`config.mk`:
```
export PLATFORM = sky130hd
export DESIGN_NAME = pcc_calib_ctrl
export DESIGN_NICKNAME = d
export VERILOG_FILES = /design/src/core/pcc_pkg.sv /design/src/core/pcc_averager.sv /design/src/core/pcc_calib_ctrl.sv
export SDC_FILE = /design/constraint.sdc
export NUM_CORES = 1
export LEC_CHECK = 0
export BUFFER_PORTS_ARGS = -buffer_cell sky130_fd_sc_hd__buf_2
export CORE_ASPECT_RATIO = 0.5
export CORE_MARGIN = 2
export CORE_UTILIZATION = 40
export CTS_CLUSTER_SIZE = 10
export DETAILED_ROUTE_END_ITERATION = 8
export PLACE_DENSITY = 0.58
export SETUP_SLACK_MARGIN = 0.02
export SLEW_MARGIN = 25
export SYNTH_ARGS = -nofsm -noshare
export SYNTH_HDL_FRONTEND = slang
export SYNTH_SLANG_ARGS = --single-unit
export TNS_END_PERCENT = 1
```
`constraint.sdc`:
```
create_clock -name clk -period 9.75 [get_ports clk]
set_clock_uncertainty 0.2 [all_clocks]
set_input_delay 0.4875 -clock clk [delete_from_list [all_inputs] [get_ports clk]]
set_output_delay 0.4875 -clock clk [all_outputs]
set_load 0.02 [all_outputs]
```
`src/core/pcc_pkg.sv`:
```
// constants and types for the proximity calibration control block
package pcc_pkg;
   // ----------------------------------------
   // register map
   // ----------------------------------------
   localparam logic [7:0] PCC_ADDR_CALIB_CFG  = 8'hd9;
   localparam logic [7:0] PCC_ADDR_CALIB_SYNC = 8'hda;
   localparam logic [7:0] PCC_ADDR_CALIB_STAT = 8'hdc;
   localparam logic [7:0] PCC_ADDR_INTEN      = 8'hdd;
   localparam logic [7:0] PCC_CFG_RESET       = 8'h50;
   localparam logic [7:0] PCC_SYNC_RESET      = 8'h00;
   localparam logic [7:0] PCC_INTEN_RESET     = 8'h00;
   // ----------------------------------------
   // field positions
   // ----------------------------------------
   localparam int         PCC_CFG_AVG_LSB     = 0;
   localparam int         PCC_CFG_AUTO_BIT    = 3;
   localparam int         PCC_CFG_TARGET_LSB  = 5;
   localparam int         PCC_SYNC_ALL_BIT    = 0;
   localparam int         PCC_STAT_OFFDEC_BIT = 2;
   localparam int         PCC_STAT_DONE_BIT   = 0;
   localparam int         PCC_INT_STYLE_BIT   = 1;
   localparam logic [7:0] PCC_IRQ_EVENT_MASK  = 8'hfd;
   // ----------------------------------------
   // counts and widths
   // ----------------------------------------
   localparam logic [2:0] PCC_AVG_MAX_CODE    = 3'h4;
   localparam logic [3:0] PCC_CAL_LAST_CYCLE  = 4'h8;
   localparam logic [3:0] PCC_CAL_CYCLES      = 4'h9;
   localparam logic [8:0] PCC_CAL_FIRST_TRIAL = 9'h100;
   localparam logic [9:0] PCC_TARGET_BASE     = 10'h1ff;
   localparam int         PCC_RES_W           = 10;
   localparam int         PCC_OFF_W           = 9;
   localparam int         PCC_ACC_W           = 14;
   // ----------------------------------------
   // state types
   // ----------------------------------------
   typedef enum logic [2:0] {CS_IDLE, CS_MEAS, CS_WAIT_SYNC, CS_DELAY, CS_CAL_MEAS} pcc_cal_state_t;
   typedef enum logic [1:0] {AV_IDLE, AV_FIRE, AV_WAIT} pcc_avg_state_t;
endpackage : pcc_pkg

```
`src/core/pcc_averager.sv`:
```
// sample averager: fires one emitter burst per sample and averages the results
`timescale 1ns/1ns
module pcc_averager
   import pcc_pkg::*;
(
   // clock and reset
   input  wire logic                 clk,
   input  wire logic                 reset,
   // control
   input  wire logic                 start,
   input  wire logic [2:0]           avg_code,
   // sample engine
   output logic                      sample_start,
   input  wire logic                 sample_done,
   input  wire logic [PCC_RES_W-1:0] sample_value,
   // result
   output logic                      sample_zero,
   output logic                      result_valid,
   output logic [PCC_RES_W-1:0]      result
);
   pcc_avg_state_t         state, next_state;
   logic [PCC_ACC_W-1:0]   acc, next_acc, sum, shifted;
   logic [3:0]             left, next_left;
   logic [2:0]             shift;
   logic [PCC_RES_W-1:0]   next_result;
   logic                   next_valid;

   // ----------------------------------------
   // sample sequencing
   // ----------------------------------------
   // sample count select; reserved codes fall back to a single sample
   assign shift        = (avg_code <= PCC_AVG_MAX_CODE) ? avg_code : 3'h0;
   assign sample_start = (state == AV_FIRE);
   assign sample_zero  = (state == AV_WAIT) && sample_done && (sample_value == '0);
   assign sum          = acc + {{(PCC_ACC_W-PCC_RES_W){1'b0}}, sample_value};
   assign shifted      = sum >> shift;

   always_comb begin
      next_state  = state;
      next_acc    = acc;
      next_left   = left;
      next_result = result;
      next_valid  = 1'b0;
      case (state)
         AV_IDLE: begin
            if (start) begin
               next_acc   = '0;
               next_left  = 4'hf >> (3'h4 - shift);
               next_state = AV_FIRE;
            end
         end
         AV_FIRE: next_state = AV_WAIT;
         AV_WAIT: begin
            if (sample_done) begin
               // result only after the last sample is averaged
               if (left == 4'h0) begin
                  next_result = shifted[PCC_RES_W-1:0];
                  next_valid  = 1'b1;
                  next_state  = AV_IDLE;
               end else begin
                  next_acc   = sum;
                  next_left  = left - 4'h1;
                  next_state = AV_FIRE;
               end
            end
         end
         default: next_state = AV_IDLE;
      endcase
   end

   always_ff @(posedge clk or posedge reset) begin
      if (reset) begin
         state        <= AV_IDLE;
         acc          <= '0;
         left         <= 4'h0;
         result       <= '0;
         result_valid <= 1'b0;
      end else begin
         state        <= next_state;
         acc          <= next_acc;
         left         <= next_left;
         result       <= next_result;
         result_valid <= next_valid;
      end
   end

   // ----------------------------------------
   // checks
   // ----------------------------------------
   logic [4:0] bursts;
   always_ff @(posedge clk or posedge reset) begin
      if (reset) begin
         bursts <= 5'h00;
      end else if (start && state == AV_IDLE) begin
         bursts <= 5'h00;
      end else if (sample_start) begin
         bursts <= bursts + 5'h01;
      end
   end

   avg_burst_count_a: assert property (@(posedge clk) disable iff (reset)
      result_valid |-> bursts == (5'h01 << $past(shift)))
      else $error("burst count does not match averaging select");
endmodule : pcc_averager

```
`src/core/pcc_calib_ctrl.sv`:
```
// proximity calibration control: registers, calibration sequencer, offset lowering
//
// Operation
// - averaging select field 2:0 picks off, 2, 4, 8 or 16 samples, others reserved, reset 0.
// - each averaged sample fires its own emitter pulse burst.
// - the result register updates only once all samples are taken and averaged.
// - calibration trims the offset so an empty scene reads near the selected target count.
// - one calibration run is exactly nine measurement cycles.
// - with the all-cycles sync bit set, every cycle waits for a frame sync edge plus start delay.
// - with that bit clear and proximity frame sync on, only the first cycle is synced.
// - with both clear, all nine cycles run at once and frame sync is ignored.
// - status bit 2 sets when the offset is lowered automatically.
// - status bit 2 clears on a write of 1 or when auto lowering is disabled.
// - status bit 0 mirrors the calibration interrupt status bit.
// - interrupt enable bits 7,6,5,4,3,2,0 as listed, all reset 0.
// - interrupt enable bit 1 picks hysteresis (1) or level (0) proximity interrupts.
// - with auto lowering on, a zero ADC reading outside calibration lowers the offset unless the diode is off or the offset is 0.
`timescale 1ns/1ns
module pcc_calib_ctrl
   import pcc_pkg::*;
(
   // clock and reset
   input  wire logic                 clk,
   input  wire logic                 reset,
   // register port
   input  wire logic                 reg_write,
   input  wire logic                 reg_read,
   input  wire logic [7:0]           reg_addr,
   input  wire logic [7:0]           reg_wdata,
   output logic [7:0]                reg_rdata,
   // measurement control
   input  wire logic                 calib_start,
   input  wire logic                 meas_request,
   input  wire logic                 frame_sync,
   input  wire logic                 proximity_framesync_enable,
   input  wire logic [15:0]          proximity_start_delay,
   input  wire logic                 diode_enable,
   // sample engine
   output logic                      sample_start,
   input  wire logic                 sample_done,
   input  wire logic [PCC_RES_W-1:0] sample_value,
   // results and status
   output logic [PCC_RES_W-1:0]      proximity_result,
   output logic                      result_valid,
   output logic [PCC_OFF_W-1:0]      prox_offset,
   output logic                      calibrating,
   output logic                      calib_done_event,
   input  wire logic                 calibration_irq_status,
   // interrupt
   input  wire logic [7:0]           irq_events,
   output logic                      prox_irq_style_select,
   output logic                      irq_out
);
   // ----------------------------------------
   // declarations
   // ----------------------------------------
   logic [7:0]            calibration_config, next_cfg;
   logic [7:0]            calibration_sync_config, next_sync;
   logic [7:0]            interrupt_enable_main, next_inten;
   logic                  offset_decremented_flag, next_flag;
   logic [7:0]            next_rdata;
   logic                  next_irq;
   pcc_cal_state_t        state, next_state;
   logic [3:0]            cycle, next_cycle;
   logic [15:0]           delay, next_delay;
   logic [PCC_OFF_W-1:0]  next_offset, trial;
   logic                  next_done;
   logic                  fs_prev, fs_rise;
   logic                  avg_start, avg_valid, avg_zero, auto_dec;
   logic [PCC_RES_W-1:0]  avg_result, target;
   logic [2:0]            sample_average_select, calib_result_target;
   logic                  auto_offset_lowering_enable, calib_all_cycles_framesync;
   logic                  calibration_done_flag;
   logic                  wr_cfg, wr_stat;

   assign sample_average_select       = calibration_config[PCC_CFG_AVG_LSB +: 3];
   assign calib_result_target         = calibration_config[PCC_CFG_TARGET_LSB +: 3];
   assign auto_offset_lowering_enable = calibration_config[PCC_CFG_AUTO_BIT];
   assign calib_all_cycles_framesync  = calibration_sync_config[PCC_SYNC_ALL_BIT];
   // interrupt style straight from the enable register
   assign prox_irq_style_select       = interrupt_enable_main[PCC_INT_STYLE_BIT];
   // done flag is a live copy, so clearing the source clears it too
   assign calibration_done_flag       = calibration_irq_status;
   assign wr_cfg                      = reg_write && (reg_addr == PCC_ADDR_CALIB_CFG);
   assign wr_stat                     = reg_write && (reg_addr == PCC_ADDR_CALIB_STAT);
   assign target                      = PCC_TARGET_BASE >> (3'h7 - calib_result_target);
   assign trial                       = PCC_CAL_FIRST_TRIAL >> cycle;
   assign fs_rise                     = frame_sync && !fs_prev;
   assign calibrating                 = (state == CS_WAIT_SYNC) || (state == CS_DELAY) || (state == CS_CAL_MEAS);
   assign result_valid                = avg_valid;
   // lowering only outside calibration and only with the diode on
   assign auto_dec = avg_zero && (state == CS_MEAS) && auto_offset_lowering_enable && diode_enable
                     && (prox_offset != '0);

   // ----------------------------------------
   // averager
   // ----------------------------------------
   pcc_averager u_avg (
      .clk          (clk),
      .reset        (reset),
      .start        (avg_start),
      .avg_code     (sample_average_select),
      .sample_start (sample_start),
      .sample_done  (sample_done),
      .sample_value (sample_value),
      .sample_zero  (avg_zero),
      .result_valid (avg_valid),
      .result       (avg_result)
   );

   // ----------------------------------------
   // calibration sequencer
   // ----------------------------------------
   always_comb begin
      next_state  = state;
      next_cycle  = cycle;
      next_delay  = delay;
      next_offset = prox_offset;
      next_done   = 1'b0;
      avg_start   = 1'b0;
      case (state)
         CS_IDLE: begin
            if (calib_start) begin
               next_cycle  = 4'h0;
               next_offset = PCC_CAL_FIRST_TRIAL;
               // first cycle synced when either sync control is set
               if (calib_all_cycles_framesync || proximity_framesync_enable) begin
                  next_state = CS_WAIT_SYNC;
               end else begin
                  avg_start  = 1'b1;
                  next_state = CS_CAL_MEAS;
               end
            end else if (meas_request) begin
               avg_start  = 1'b1;
               next_state = CS_MEAS;
            end
         end
         CS_MEAS: begin
            // zero reading lowers the offset by one step
            if (auto_dec) begin
               next_offset = prox_offset - 9'h001;
            end
            if (avg_valid) begin
               next_state = CS_IDLE;
            end
         end
         CS_WAIT_SYNC: begin
            if (fs_rise) begin
               next_delay = proximity_start_delay;
               next_state = CS_DELAY;
            end
         end
         CS_DELAY: begin
            if (delay == 16'h0000) begin
               avg_start  = 1'b1;
               next_state = CS_CAL_MEAS;
            end else begin
               next_delay = delay - 16'h0001;
            end
         end
         CS_CAL_MEAS: begin
            if (avg_valid) begin
               // binary search: too low a reading means too much offset
               if (avg_result < target) begin
                  next_offset = prox_offset & ~trial;
               end
               if (cycle == PCC_CAL_LAST_CYCLE) begin
                  next_done  = 1'b1;
                  next_state = CS_IDLE;
               end else begin
                  next_cycle  = cycle + 4'h1;
                  next_offset = next_offset | (trial >> 1);
                  // every cycle synced; later cycles back to back
                  if (calib_all_cycles_framesync) begin
                     next_state = CS_WAIT_SYNC;
                  end else begin
                     avg_start = 1'b1;
                  end
               end
            end
         end
         default: next_state = CS_IDLE;
      endcase
   end

   always_ff @(posedge clk or posedge reset) begin
      if (reset) begin
         state            <= CS_IDLE;
         cycle            <= 4'h0;
         delay            <= 16'h0000;
         prox_offset      <= '0;
         calib_done_event <= 1'b0;
         fs_prev          <= 1'b0;
         proximity_result <= '0;
      end else begin
         state            <= next_state;
         cycle            <= next_cycle;
         delay            <= next_delay;
         prox_offset      <= next_offset;
         calib_done_event <= next_done;
         fs_prev          <= frame_sync;
         if (avg_valid) begin
            proximity_result <= avg_result;
         end
      end
   end

   // ----------------------------------------
   // registers
   // ----------------------------------------
   always_comb begin
      next_cfg   = calibration_config;
      next_sync  = calibration_sync_config;
      next_inten = interrupt_enable_main;
      next_flag  = offset_decremented_flag;
      next_rdata = reg_rdata;
      // reserved bits are stored as written; software keeps them at default
      if (wr_cfg) begin
         next_cfg = reg_wdata;
      end
      if (reg_write && reg_addr == PCC_ADDR_CALIB_SYNC) begin
         next_sync = reg_wdata;
      end
      if (reg_write && reg_addr == PCC_ADDR_INTEN) begin
         next_inten = reg_wdata;
      end
      // clear by writing one or by dropping the enable
      if ((wr_stat && reg_wdata[PCC_STAT_OFFDEC_BIT]) || (wr_cfg && !reg_wdata[PCC_CFG_AUTO_BIT])) begin
         next_flag = 1'b0;
      end
      // a lowering in the same cycle beats the clear
      if (auto_dec) begin
         next_flag = 1'b1;
      end
      if (reg_read) begin
         case (reg_addr)
            PCC_ADDR_CALIB_CFG:  next_rdata = calibration_config;
            PCC_ADDR_CALIB_SYNC: next_rdata = calibration_sync_config;
            PCC_ADDR_CALIB_STAT: next_rdata = {5'h00, offset_decremented_flag, 1'b0, calibration_done_flag};
            PCC_ADDR_INTEN:      next_rdata = interrupt_enable_main;
            default:             next_rdata = 8'h00;
         endcase
      end
      // enabled pending event drives the line, style bit excluded
      next_irq = |(irq_events & interrupt_enable_main & PCC_IRQ_EVENT_MASK);
   end

   always_ff @(posedge clk or posedge reset) begin
      if (reset) begin
         calibration_config      <= PCC_CFG_RESET;
         calibration_sync_config <= PCC_SYNC_RESET;
         interrupt_enable_main   <= PCC_INTEN_RESET;
         offset_decremented_flag <= 1'b0;
         reg_rdata               <= 8'h00;
         irq_out                 <= 1'b0;
      end else begin
         calibration_config      <= next_cfg;
         calibration_sync_config <= next_sync;
         interrupt_enable_main   <= next_inten;
         offset_decremented_flag <= next_flag;
         reg_rdata               <= next_rdata;
         irq_out                 <= next_irq;
      end
   end

   // ----------------------------------------
   // checks
   // ----------------------------------------
   logic [3:0] cal_launches;
   always_ff @(posedge clk or posedge reset) begin
      if (reset) begin
         cal_launches <= 4'h0;
      end else if (state == CS_IDLE) begin
         // an unsynced run launches its first cycle straight from idle
         cal_launches <= {3'h0, avg_start && calib_start};
      end else if (avg_start) begin
         cal_launches <= cal_launches + 4'h1;
      end
   end

   result_forward_a: assert property (@(posedge clk) disable iff (reset)
      $changed(proximity_result) |-> $past(avg_valid))
      else $error("result changed without a finished average");
   nine_cycles_a: assert property (@(posedge clk) disable iff (reset)
      calib_done_event |-> $past(cal_launches) == PCC_CAL_CYCLES)
      else $error("calibration run was not nine cycles");
   sync_every_a: assert property (@(posedge clk) disable iff (reset)
      (avg_start && calibrating && calib_all_cycles_framesync) |-> state == CS_DELAY)
      else $error("calibration cycle started without frame sync");
   sync_first_a: assert property (@(posedge clk) disable iff (reset)
      (avg_start && state == CS_CAL_MEAS && !calib_all_cycles_framesync) |=> state == CS_CAL_MEAS)
      else $error("later calibration cycle did not run back to back");
   no_sync_a: assert property (@(posedge clk) disable iff (reset)
      (state == CS_IDLE && calib_start && !calib_all_cycles_framesync && !proximity_framesync_enable)
      |-> avg_start ##1 state == CS_CAL_MEAS)
      else $error("unsynced calibration waited for frame sync");
   offdec_set_a: assert property (@(posedge clk) disable iff (reset)
      auto_dec |=> offset_decremented_flag && prox_offset == $past(prox_offset) - 9'h001)
      else $error("offset lowering not flagged");
   offdec_clear_a: assert property (@(posedge clk) disable iff (reset)
      (wr_stat && reg_wdata[PCC_STAT_OFFDEC_BIT] && !auto_dec) |=> !offset_decremented_flag)
      else $error("offset flag did not clear");
   done_mirror_a: assert property (@(posedge clk) disable iff (reset)
      (reg_read && reg_addr == PCC_ADDR_CALIB_STAT) |=> reg_rdata[PCC_STAT_DONE_BIT] == $past(calibration_irq_status))
      else $error("done flag does not mirror interrupt status");
   lower_gate_a: assert property (@(posedge clk) disable iff (reset)
      (avg_zero && (!diode_enable || !auto_offset_lowering_enable)) |=> prox_offset == $past(prox_offset))
      else $error("offset lowered while disabled");
   irq_gate_a: assert property (@(posedge clk) disable iff (reset)
      irq_out |-> ($past(irq_events) & $past(interrupt_enable_main) & PCC_IRQ_EVENT_MASK) != 8'h00)
      else $error("interrupt without enabled pending event");

   cal_synced_c: cover property (@(posedge clk) disable iff (reset)
      calib_done_event && calib_all_cycles_framesync);
   cal_free_c: cover property (@(posedge clk) disable iff (reset)
      calib_done_event && !calib_all_cycles_framesync && !proximity_framesync_enable);
   auto_lower_c: cover property (@(posedge clk) disable iff (reset) auto_dec);
   avg_result_c: cover property (@(posedge clk) disable iff (reset)
      avg_valid && state == CS_MEAS && sample_average_select == PCC_AVG_MAX_CODE);
endmodule : pcc_calib_ctrl

```
======== Yosys cells after proc, flatten, opt, wreduce, memory -nomap -nowiden ========
Index checks and enable logic that the tools add are counted.
word-level totals
  bits in registers ....................... 109
  output and inout port bits .............. 33
  word-level logic and storage cells ...... 152
operators by class
  add/sub/neg operators ................... 7
  magnitude comparators ................... 2
  eq/ne operators ......................... 24
  shifts and indexed selects .............. 4
  muxes and demuxes ....................... 55
  bitwise logic cells ..................... 4
  reductions and logical operators ........ 38
operators by type and width
  operator                                             number
  2-to-1 mux 9 bit                                     7
  2-to-1 mux 14 bit                                    3
  == test 8 bit (second input constant)                4
  2-to-1 mux 16 bit                                    2
  case mux 16 bit (2 select lines)                     1
  case mux 8 bit (4 select lines)                      1
  2-to-1 mux 3 bit                                     10
  case mux 14 bit (2 select lines)                     1
  case mux 9 bit (3 select lines)                      1
  2-to-1 mux 4 bit                                     6
  zero test 16 bit                                     1
  2-to-1 mux 1 bit                                     16
  inequality test 2 bit (second input constant)        8
  case mux 4 bit (2 select lines)                      2
  subtractor 16 x 1 -> 16 bit (second input constant)  1
  case mux 3 bit (5 select lines)                      1
  adder 14 x 10 -> 14 bit                              1
  >> shifter 14 x 3 -> 10 bit                          1
  logical AND 1 bit                                    13
  AND reduction 4 bit                                  3
  zero test 10 bit                                     1
  < comparator 10 bit                                  1
  >> shifter 9 x 3 -> 10 bit (first input constant)    1
  bitwise AND 9 bit                                    1
  other kinds (34)                                     47

======== Depth between registers and ports, before layout ========
Gate-level depths: netlist of the first run.
  depth after elaboration ................. 10
  depth in mapped cells ................... 10

======== Hierarchy ========
From an unflattened synthesis of the first run, not the netlist that was laid out.
second synthesis, totals
  cell total of the unflattened synthesis .. 776
  area total of the unflattened synthesis .. 7,148.1 um^2
modules (own cells, without submodules)
  module          times used  cells an instance  area each (um^2)  seq. area each (um^2)
  pcc_calib_ctrl  1           482                4,648.2           1,954.4
  pcc_averager    1           294                2,499.9           775.7

======== Worst setup path before layout of the first run ========
Ideal clock, no wire load.
  path type ............................... input to register
  start ................................... in sample_value[0]
  end ..................................... reg u_avg.result[7]
  arrival ................................. 2.716 ns
  data required time ...................... 9.424 ns
  setup slack ............................. 6.708 ns
  cell stages on the path ................. 8
  path through ............................ ha_1 fa_1 a21o_1 a31o_2 a211oi_2 o311ai_0 a311o_1 o32a_1
on the way
  word-level cells in the longest chain between the ends .. 2
RTL lines
  item                         line                  source
  from (decl)                  pcc_calib_ctrl.sv:41  input wire logic [PCC_RES_W-1:0] sample_value,
  adder 14 x 10 -> 14 bit      pcc_averager.sv:35    assign sum = acc + {{(PCC_ACC_W-PCC_RES_W){1'b0}}, sample_value};
  >> shifter 14 x 3 -> 10 bit  pcc_averager.sv:36    assign shifted = sum >> shift;
  to (signal assigned)         pcc_averager.sv:82    result <= next_result;
  to (decl)                    pcc_averager.sv:19    output logic [PCC_RES_W-1:0] result
No other way between the ends.
A chain may end at the register's enable or synchronous reset.

======== Worst setup path in the final report of the first run ========
  start ................................... reg u_avg.acc[0]
  end ..................................... reg u_avg.result[7]
on the way
  word-level cells in the longest chain between the ends .. 2
RTL lines
  item                         line                source
  from (decl)                  pcc_averager.sv:22  logic [PCC_ACC_W-1:0] acc, next_acc, sum, shifted;
  from (signal assigned)       pcc_averager.sv:80  acc <= next_acc;
  adder 14 x 10 -> 14 bit      pcc_averager.sv:35
  >> shifter 14 x 3 -> 10 bit  pcc_averager.sv:36
No other way between the ends.

==> flow_summary.yaml, run 1 <==
run_status:
  status: "finished, final reports clean"
setup_path:
  r2r-start: "u_avg.acc[0]"
  cp.buffers_inverters: 0
  worstPathArrival_ns: 3.42
  slowest_stage: "a211oi_2"
  crit_fanout: 10
  slowest_delay_ns: 0.62
  critPathKind: "reg2reg"
  critical_path.startpoint: "u_avg.acc[0]"
  crit_path_start_kind: "flip-flop"
  path_cells: "ha_1, fa_1, a21o_1, a31o_2, a211oi_2, o311ai_0, a311o_1, o32a_1"
  end_kind: "flip-flop"
  required_ns: 9.78
  path_delay_family: "compound AO/OA/AOI/OAI gates"
grt:
  antenna_found_initial: 0
  grt_use_total_pct: 20.24
  met2_usage_pct: 32.10
  grt_pass1_wl_mm: 29.28
  grt_util_met3_pct: 3.099
  grt_max_degree: 61
  gr-max-usage-layer: "met2"
  grt_pass1_vias: 5605
  grt_util_met1_pct: 29.70
  grt.overflow.total: 0
floorplan:
  start_util_pct: 41.17
  num_io_pins: 94
  die_area_sq_mm: 0.01812
  core_area_sq_mm: 0.01652
  fp.dieW_um: 188.4
  fp-row-count: 33
  die_h_um: 96.19
yosys:
  synth.cell_area_sq_mm: 0.006799
  ys.flop_type: "dfrtp_1"
  syn_area_per_cell_sq_um: 8.970
  ys.warnings.count: 0
  ys_seq_area_share_pct: 40.15
  synth_edf_count: 0
  syn_nets: 849
  ys_top_cells_by_area: "dfrtp_1, mux2_2, ha_1, o21ai_0, a21oi_1"
  synth.distinct_cells: 68
  async_reset_ff_share_pct: 100.0
  ys_top_cells_by_count: "dfrtp_1, nand2_1, nor2_1, o21ai_0, a21oi_1"
  yosysTopAreaCell: "dfrtp_1"
  yosysTopAreaCellShare_pct: 39.38
  ys_ff_latch: 109
  synth_most_common_cell: "dfrtp_1"
  netlist_instances: 758
placed_design:
  pre_cts_ws_ns: 6.145
  gp_congestion: 0.9091
  port_buffers: 92
  dp_hpwl_mm: 13.18
clock_tree:
  root_buffer: "clkbuf_16"
  clock-sinks: 109
  insertion_delay_ns: 0.34
  tritoncts.num_buffers: 9
  postCtsSetupBuffers: 0
  ctsResizeCount: 0
  tritoncts: "built"
  clkTransAtPathRegs_ns: 0.08
  holdBufCountCts: 0
  ctsHtreeMaxLevel: 3
  clockBufferDepth: 2
power_and_ir_drop:
  power.leakage_nw: 3.497
  irDropWorstVdd_mv: 0.09317
  powerDensity_mw_per_mm2: 226.9
sta:
  rsz0062_at_grt: "false"
  relSlewSlack_pct: 36.13
  drv_slew: 0
  final.setup.tns_ns: 0
  postLayoutSetupSlackWorst_ns: 6.361
  hold_viol: 0
  fmax_mhz: 295.1
  setup_viol: 0
  period_needed_ns: 3.389
  tightest_slew_ns: 0.9499
  period_share_pct: 34.75
detailed_routing:
  dr.pass1.iters: 5
  ant_nets: 0
  routed-via-count: 5885
  drtIter0Drc: 385
  avgViaCountPerCell: 5.583
  wl_per_cell_um: 16.85
  drc: 0
  totalWireLength_mm: 17.76
layout:
  fillers: 1675
  drive_above_1_share_pct: 19.71
  areaGrowthSynthToFinish_pct: 13.54
  n_antenna_cell: 0
  nNetsFinal: 913
job:
  maxCapViolations: 0
worst_hold_path:
  hold_class: "in2async"
-- logic make-up (layout without fill, tap and decap cells) --
family / after synthesis / in the layout / synth area share [%]
adders and majority gates: 30 / 30 / 5.631
AOI/OAI and AO/OA: 236 / 236 / 22.32
and+or+nand+nor: 243 / 243 / 17.26
buffers and inverters: 70 / 139 / 3.864
DFF: 109 / 109 / 40.15
muxes: 50 / 50 / 8.189
xor gates and xnor gates: 20 / 20 / 2.576
-- sequential cells by signal (all words and copies together) (netlist names), 2 cells and up --
register / cells
proximity_result: 10
calibration_config: 8
u_avg.left: 4
prox_offset: 9
reg_rdata: 8
delay: 16
u_avg.acc: 14
u_avg.state: 2
u_avg.result: 10
cycle: 4
calibration_sync_config: 8
interrupt_enable_main: 8
state: 3
-- report_power, final --
part           internal (W)  switching [W]
Combinational      0.000265       0.000453
Clock              0.000209       0.000173
Sequential         0.000544       0.000107
Total               0.00102       0.000734
-- cell usage in the layout, fill, tap and decap left out, types with 12 or more instances in the layout --
master   instances
buf_2           92
nand2_1         74
a31oi_1         12
dfrtp_1        107
nand3_1         21
o31ai_1         14
a22oi_1         13
o21ai_0         59
o22ai_1         15
nor2_1          69
mux2i_1         14
xor2_1          15
inv_1           28
ha_1            29
nor3_1          19
nor2b_1         12
mux2_2          35
a21oi_1         58
-- per-layer routing --
metal | wire [um] | vias to the layer above
li1 | - | 2914
met1 | 9048 | 2820
met2 | 7743 | 139
met3 | 836 | 12
met4 | 135 | 0
met5 | 0 | -
-- worst reg2reg max path: stages (launching register included) --
cell and delay, ns:
dfrtp_1 0.39, ha_1 0.21, fa_1 0.47, a21o_1 0.21, a31o_2 0.27, a211oi_2 0.63, o311ai_0 0.26, a311o_1 0.32
o32a_1 0.33
-- final cells by class --
class	instances	area, sq um	share of cell area, %
clock buffers	10	239.0	3.096
clock inverters	6	70.07	0.9076
inverters	29	111.4	1.442
multi-input cells	579	3810	49.35
flip-flops and latches	109	2730	35.36
well taps	227	284.0	3.679
repair buffers	94	475.5	6.159
-- through the flow --
step / util (%) / total power, W / cell area [sq um] / hold WS, ns / cells
global route: 46.74 / 0.001887 / 7720 / 0.03920 / 1054
floorplan: - / 0.001173 / 6799 / 0.2378 / 758
detailed placement: 44.85 / 0.001373 / 7407 / 0.2706 / 1038
CTS: 46.72 / 0.001759 / 7716 / 0.04916 / 1054
global placement: 44.85 / 0.001358 / 7407 / 0.2610 / 1038
finish: 46.74 / 0.001752 / 7720 / 0.02684 / 1054
-- final timing paths --
check | slack, ns | end | depth (start not counted)
max | 6.36 | u_avg.result[7] | 8
min | 0.03 | delay[1] | 2
max reg2reg | 6.36 | u_avg.result[7] | 8
min reg2reg | 0.28 | offset_decremented_flag | 2
max in group asynchronous | 8.08 | u_avg.acc[5] | 3
min in group clk | 0.06 | fs_prev | 1
No activity file was read; power rests on OpenSTA's default activity.
==> run 2: changes to the inputs <==
- clock period: 9.75 -> 3.5 ns (I/O delays scaled with it)
==> run 2 against run 1 <==
  * Design area rose by 5.8%
  * Largest power group unchanged
  * First-iteration DRC count rose by 19%
  * Register-to-register slack got worse by 6.0 ns
  * Final cell count rose by 4.2%
  * Utilization rose by 2.7 points
  * Global-route usage rose by 0.59 points
  * Sequential cell count did not move
  * Sequential share of layout area fell by 1.9 points
==> flow_summary.yaml, run 2 (synthesized netlist as in run 1, its figures left out) <==
sta:
  tightest_slew_ns: 0.8543
  setup_viol: 0
  hold_viol: 0
  relSlewSlack_pct: 43.05
  rsz0062_at_grt: "false"
  postLayoutSetupSlackWorst_ns: 0.3602
  period_share_pct: 89.71
  worst_hold_slack_ns: 0.03645
  fmax_mhz: 318.5
  drv_slew: 0
  final.setup.tns_ns: 0
  period_needed_ns: 3.140
setup_path:
  slowest_delay_ns: 0.49
  path_cells: "inv_1, ha_1, or4b_4, or4_4, nor3_4, and2_4, o21ai_4, buf_4, o21ai_0, o21ai_0"
  crit_path_start_kind: "flip-flop"
  ff2ff_setup_slack_ns: 0.36
  required_ns: 3.52
  path_depth: 10
  slowest_stage: "or4b_4"
  worstPathArrival_ns: 3.16
  crit_top_cell: "o21ai_0"
  crit_end: "u_avg.left[2]"
  cp.buffers_inverters: 2
  critical_path.startpoint: "delay[0]"
  r2r-start: "delay[0]"
  path_delay_family: "simple AND/OR/NAND/NOR gates"
  end_kind: "flip-flop"
  critPathKind: "reg2reg"
  crit_fanout: 29
  r2r_end: "u_avg.left[2]"
  rr_worst_depth: 10
worst_hold_path:
  hp-start: "reg_addr[1]"
  hold_class: "in2reg"
power_and_ir_drop:
  irDropWorstVdd_mv: 0.2815
  comb_power_share_pct: 41.4
  seqPwrFrac_pct: 35.9
  intPower_w: 0.002977
  p_clk_share_pct: 22.7
  power.leakage_nw: 3.698
  p_sw_share_pct: 41.07
  powerDensity_mw_per_mm2: 618.8
  power_switching_w: 0.002075
  power.total_w: 0.005052
clock_tree:
  clkTransAtPathRegs_ns: 0.08
  postCtsSetupBuffers: 0
  root_buffer: "clkbuf_16"
  insertion_delay_ns: 0.36
  holdBufCountCts: 31
  tritoncts.num_buffers: 9
  tritoncts: "built"
  clock-sinks: 109
  clockBufferDepth: 2
  ctsHtreeMaxLevel: 3
  ctsResizeCount: 0
detailed_routing:
  routed-via-count: 6066
  avgViaCountPerCell: 5.525
  totalWireLength_mm: 18.33
  drc: 0
  wl_per_cell_um: 16.69
  dr.pass1.iters: 5
  drtIter0Drc: 459
  ant_nets: 0
layout:
  areaGrowthSynthToFinish_pct: 20.08
  largest_reg_flops: 16
  top_regs: "delay (16), u_avg.acc (14)"
  layout_commonest_cell: "dfrtp_1"
  drive_above_1_share_pct: 20.21
  nNetsFinal: 957
  regMostFlops: "delay"
  fillers: 1606
  fin_cells: 1098
  layout_common_cells: "dfrtp_1, buf_2, nand2_1"
  n_antenna_cell: 0
placed_design:
  pre_cts_ws_ns: 0.3829
  port_buffers: 92
  gp_congestion: 0.9209
  numPlacedInstances: 1051
  dp_hpwl_mm: 13.29
floorplan:
  fp.dieW_um: 188.4
  die_h_um: 96.19
  fp-row-count: 33
  core_area_sq_mm: 0.01652
  start_util_pct: 41.17
  die_area_sq_mm: 0.01812
  num_io_pins: 94
grt:
  grt_pass1_wl_mm: 29.69
  grt_pass1_vias: 5669
  grt_max_degree: 59
  grt_use_total_pct: 20.83
  grt.overflow.total: 0
  antenna_found_initial: 0
job:
  maxCapViolations: 0
run_status:
  status: "finished, final reports clean"
-- run 2: layer usage --
metal / vias to the layer above / global-route usage (%) / part of all wire, %
li1: 3005 / - / -
met1: 2896 / 29.85 / 50
met2: 147 / 33.24 / 44
met3: 18 / 3.536 / 4.8
met4: 0 / 4.622 / 1.2
met5: - / 0 / 0
-- run 2: worst min-delay path by stage --
stage / end / depth (start not counted)
5_1_grt: offset_decremented_flag / 5
3_5_place_dp: fs_prev / 1
2_1_floorplan: fs_prev / 0
6_report: offset_decremented_flag / 5
3_3_place_gp: fs_prev / 1
4_1_cts: offset_decremented_flag / 5
-- run 2: final cells by class --
type | count | area, sq um | share of cell area, %
clock inverter | 6 | 93.84 | 1.149
multi-input combinational | 579 | 3810 | 46.67
timing repair buffer | 138 | 895.9 | 10.97
clock buffer | 10 | 239.0 | 2.927
sequential | 109 | 2730 | 33.44
inverter | 29 | 111.4 | 1.364
tap | 227 | 284.0 | 3.479
-- run 2: metrics by stage --
| step | area, sq um | utilization (%) |
|---|---|---|
| after CTS | 8164 | 49.43 |
| after global placement | 7517 | 45.52 |
| final | 8164 | 49.43 |
| after floorplan | 6799 | - |
| after global routing | 8164 | 49.43 |
| after detailed placement | 7521 | 45.54 |
-- run 2: worst min-delay path, cell delays in order --
cell     delay [ns]
buf_2          0.12
nor2_1         0.08
nand3_1        0.08
nand2_1        0.06
nand2_1        0.05
-- run 2: power by group through the flow --
stage | sequential [W] | clock (W) | combinational [W]
detailed placement | 0.00184 | 0 | 0.00205
global route | 0.00186 | 0.00124 | 0.00233
global placement | 0.00182 | 0 | 0.00202
CTS | 0.00181 | 0.00118 | 0.00208
floorplan | 0.00176 | 0 | 0.00151
finish | 0.00182 | 0.00115 | 0.00209
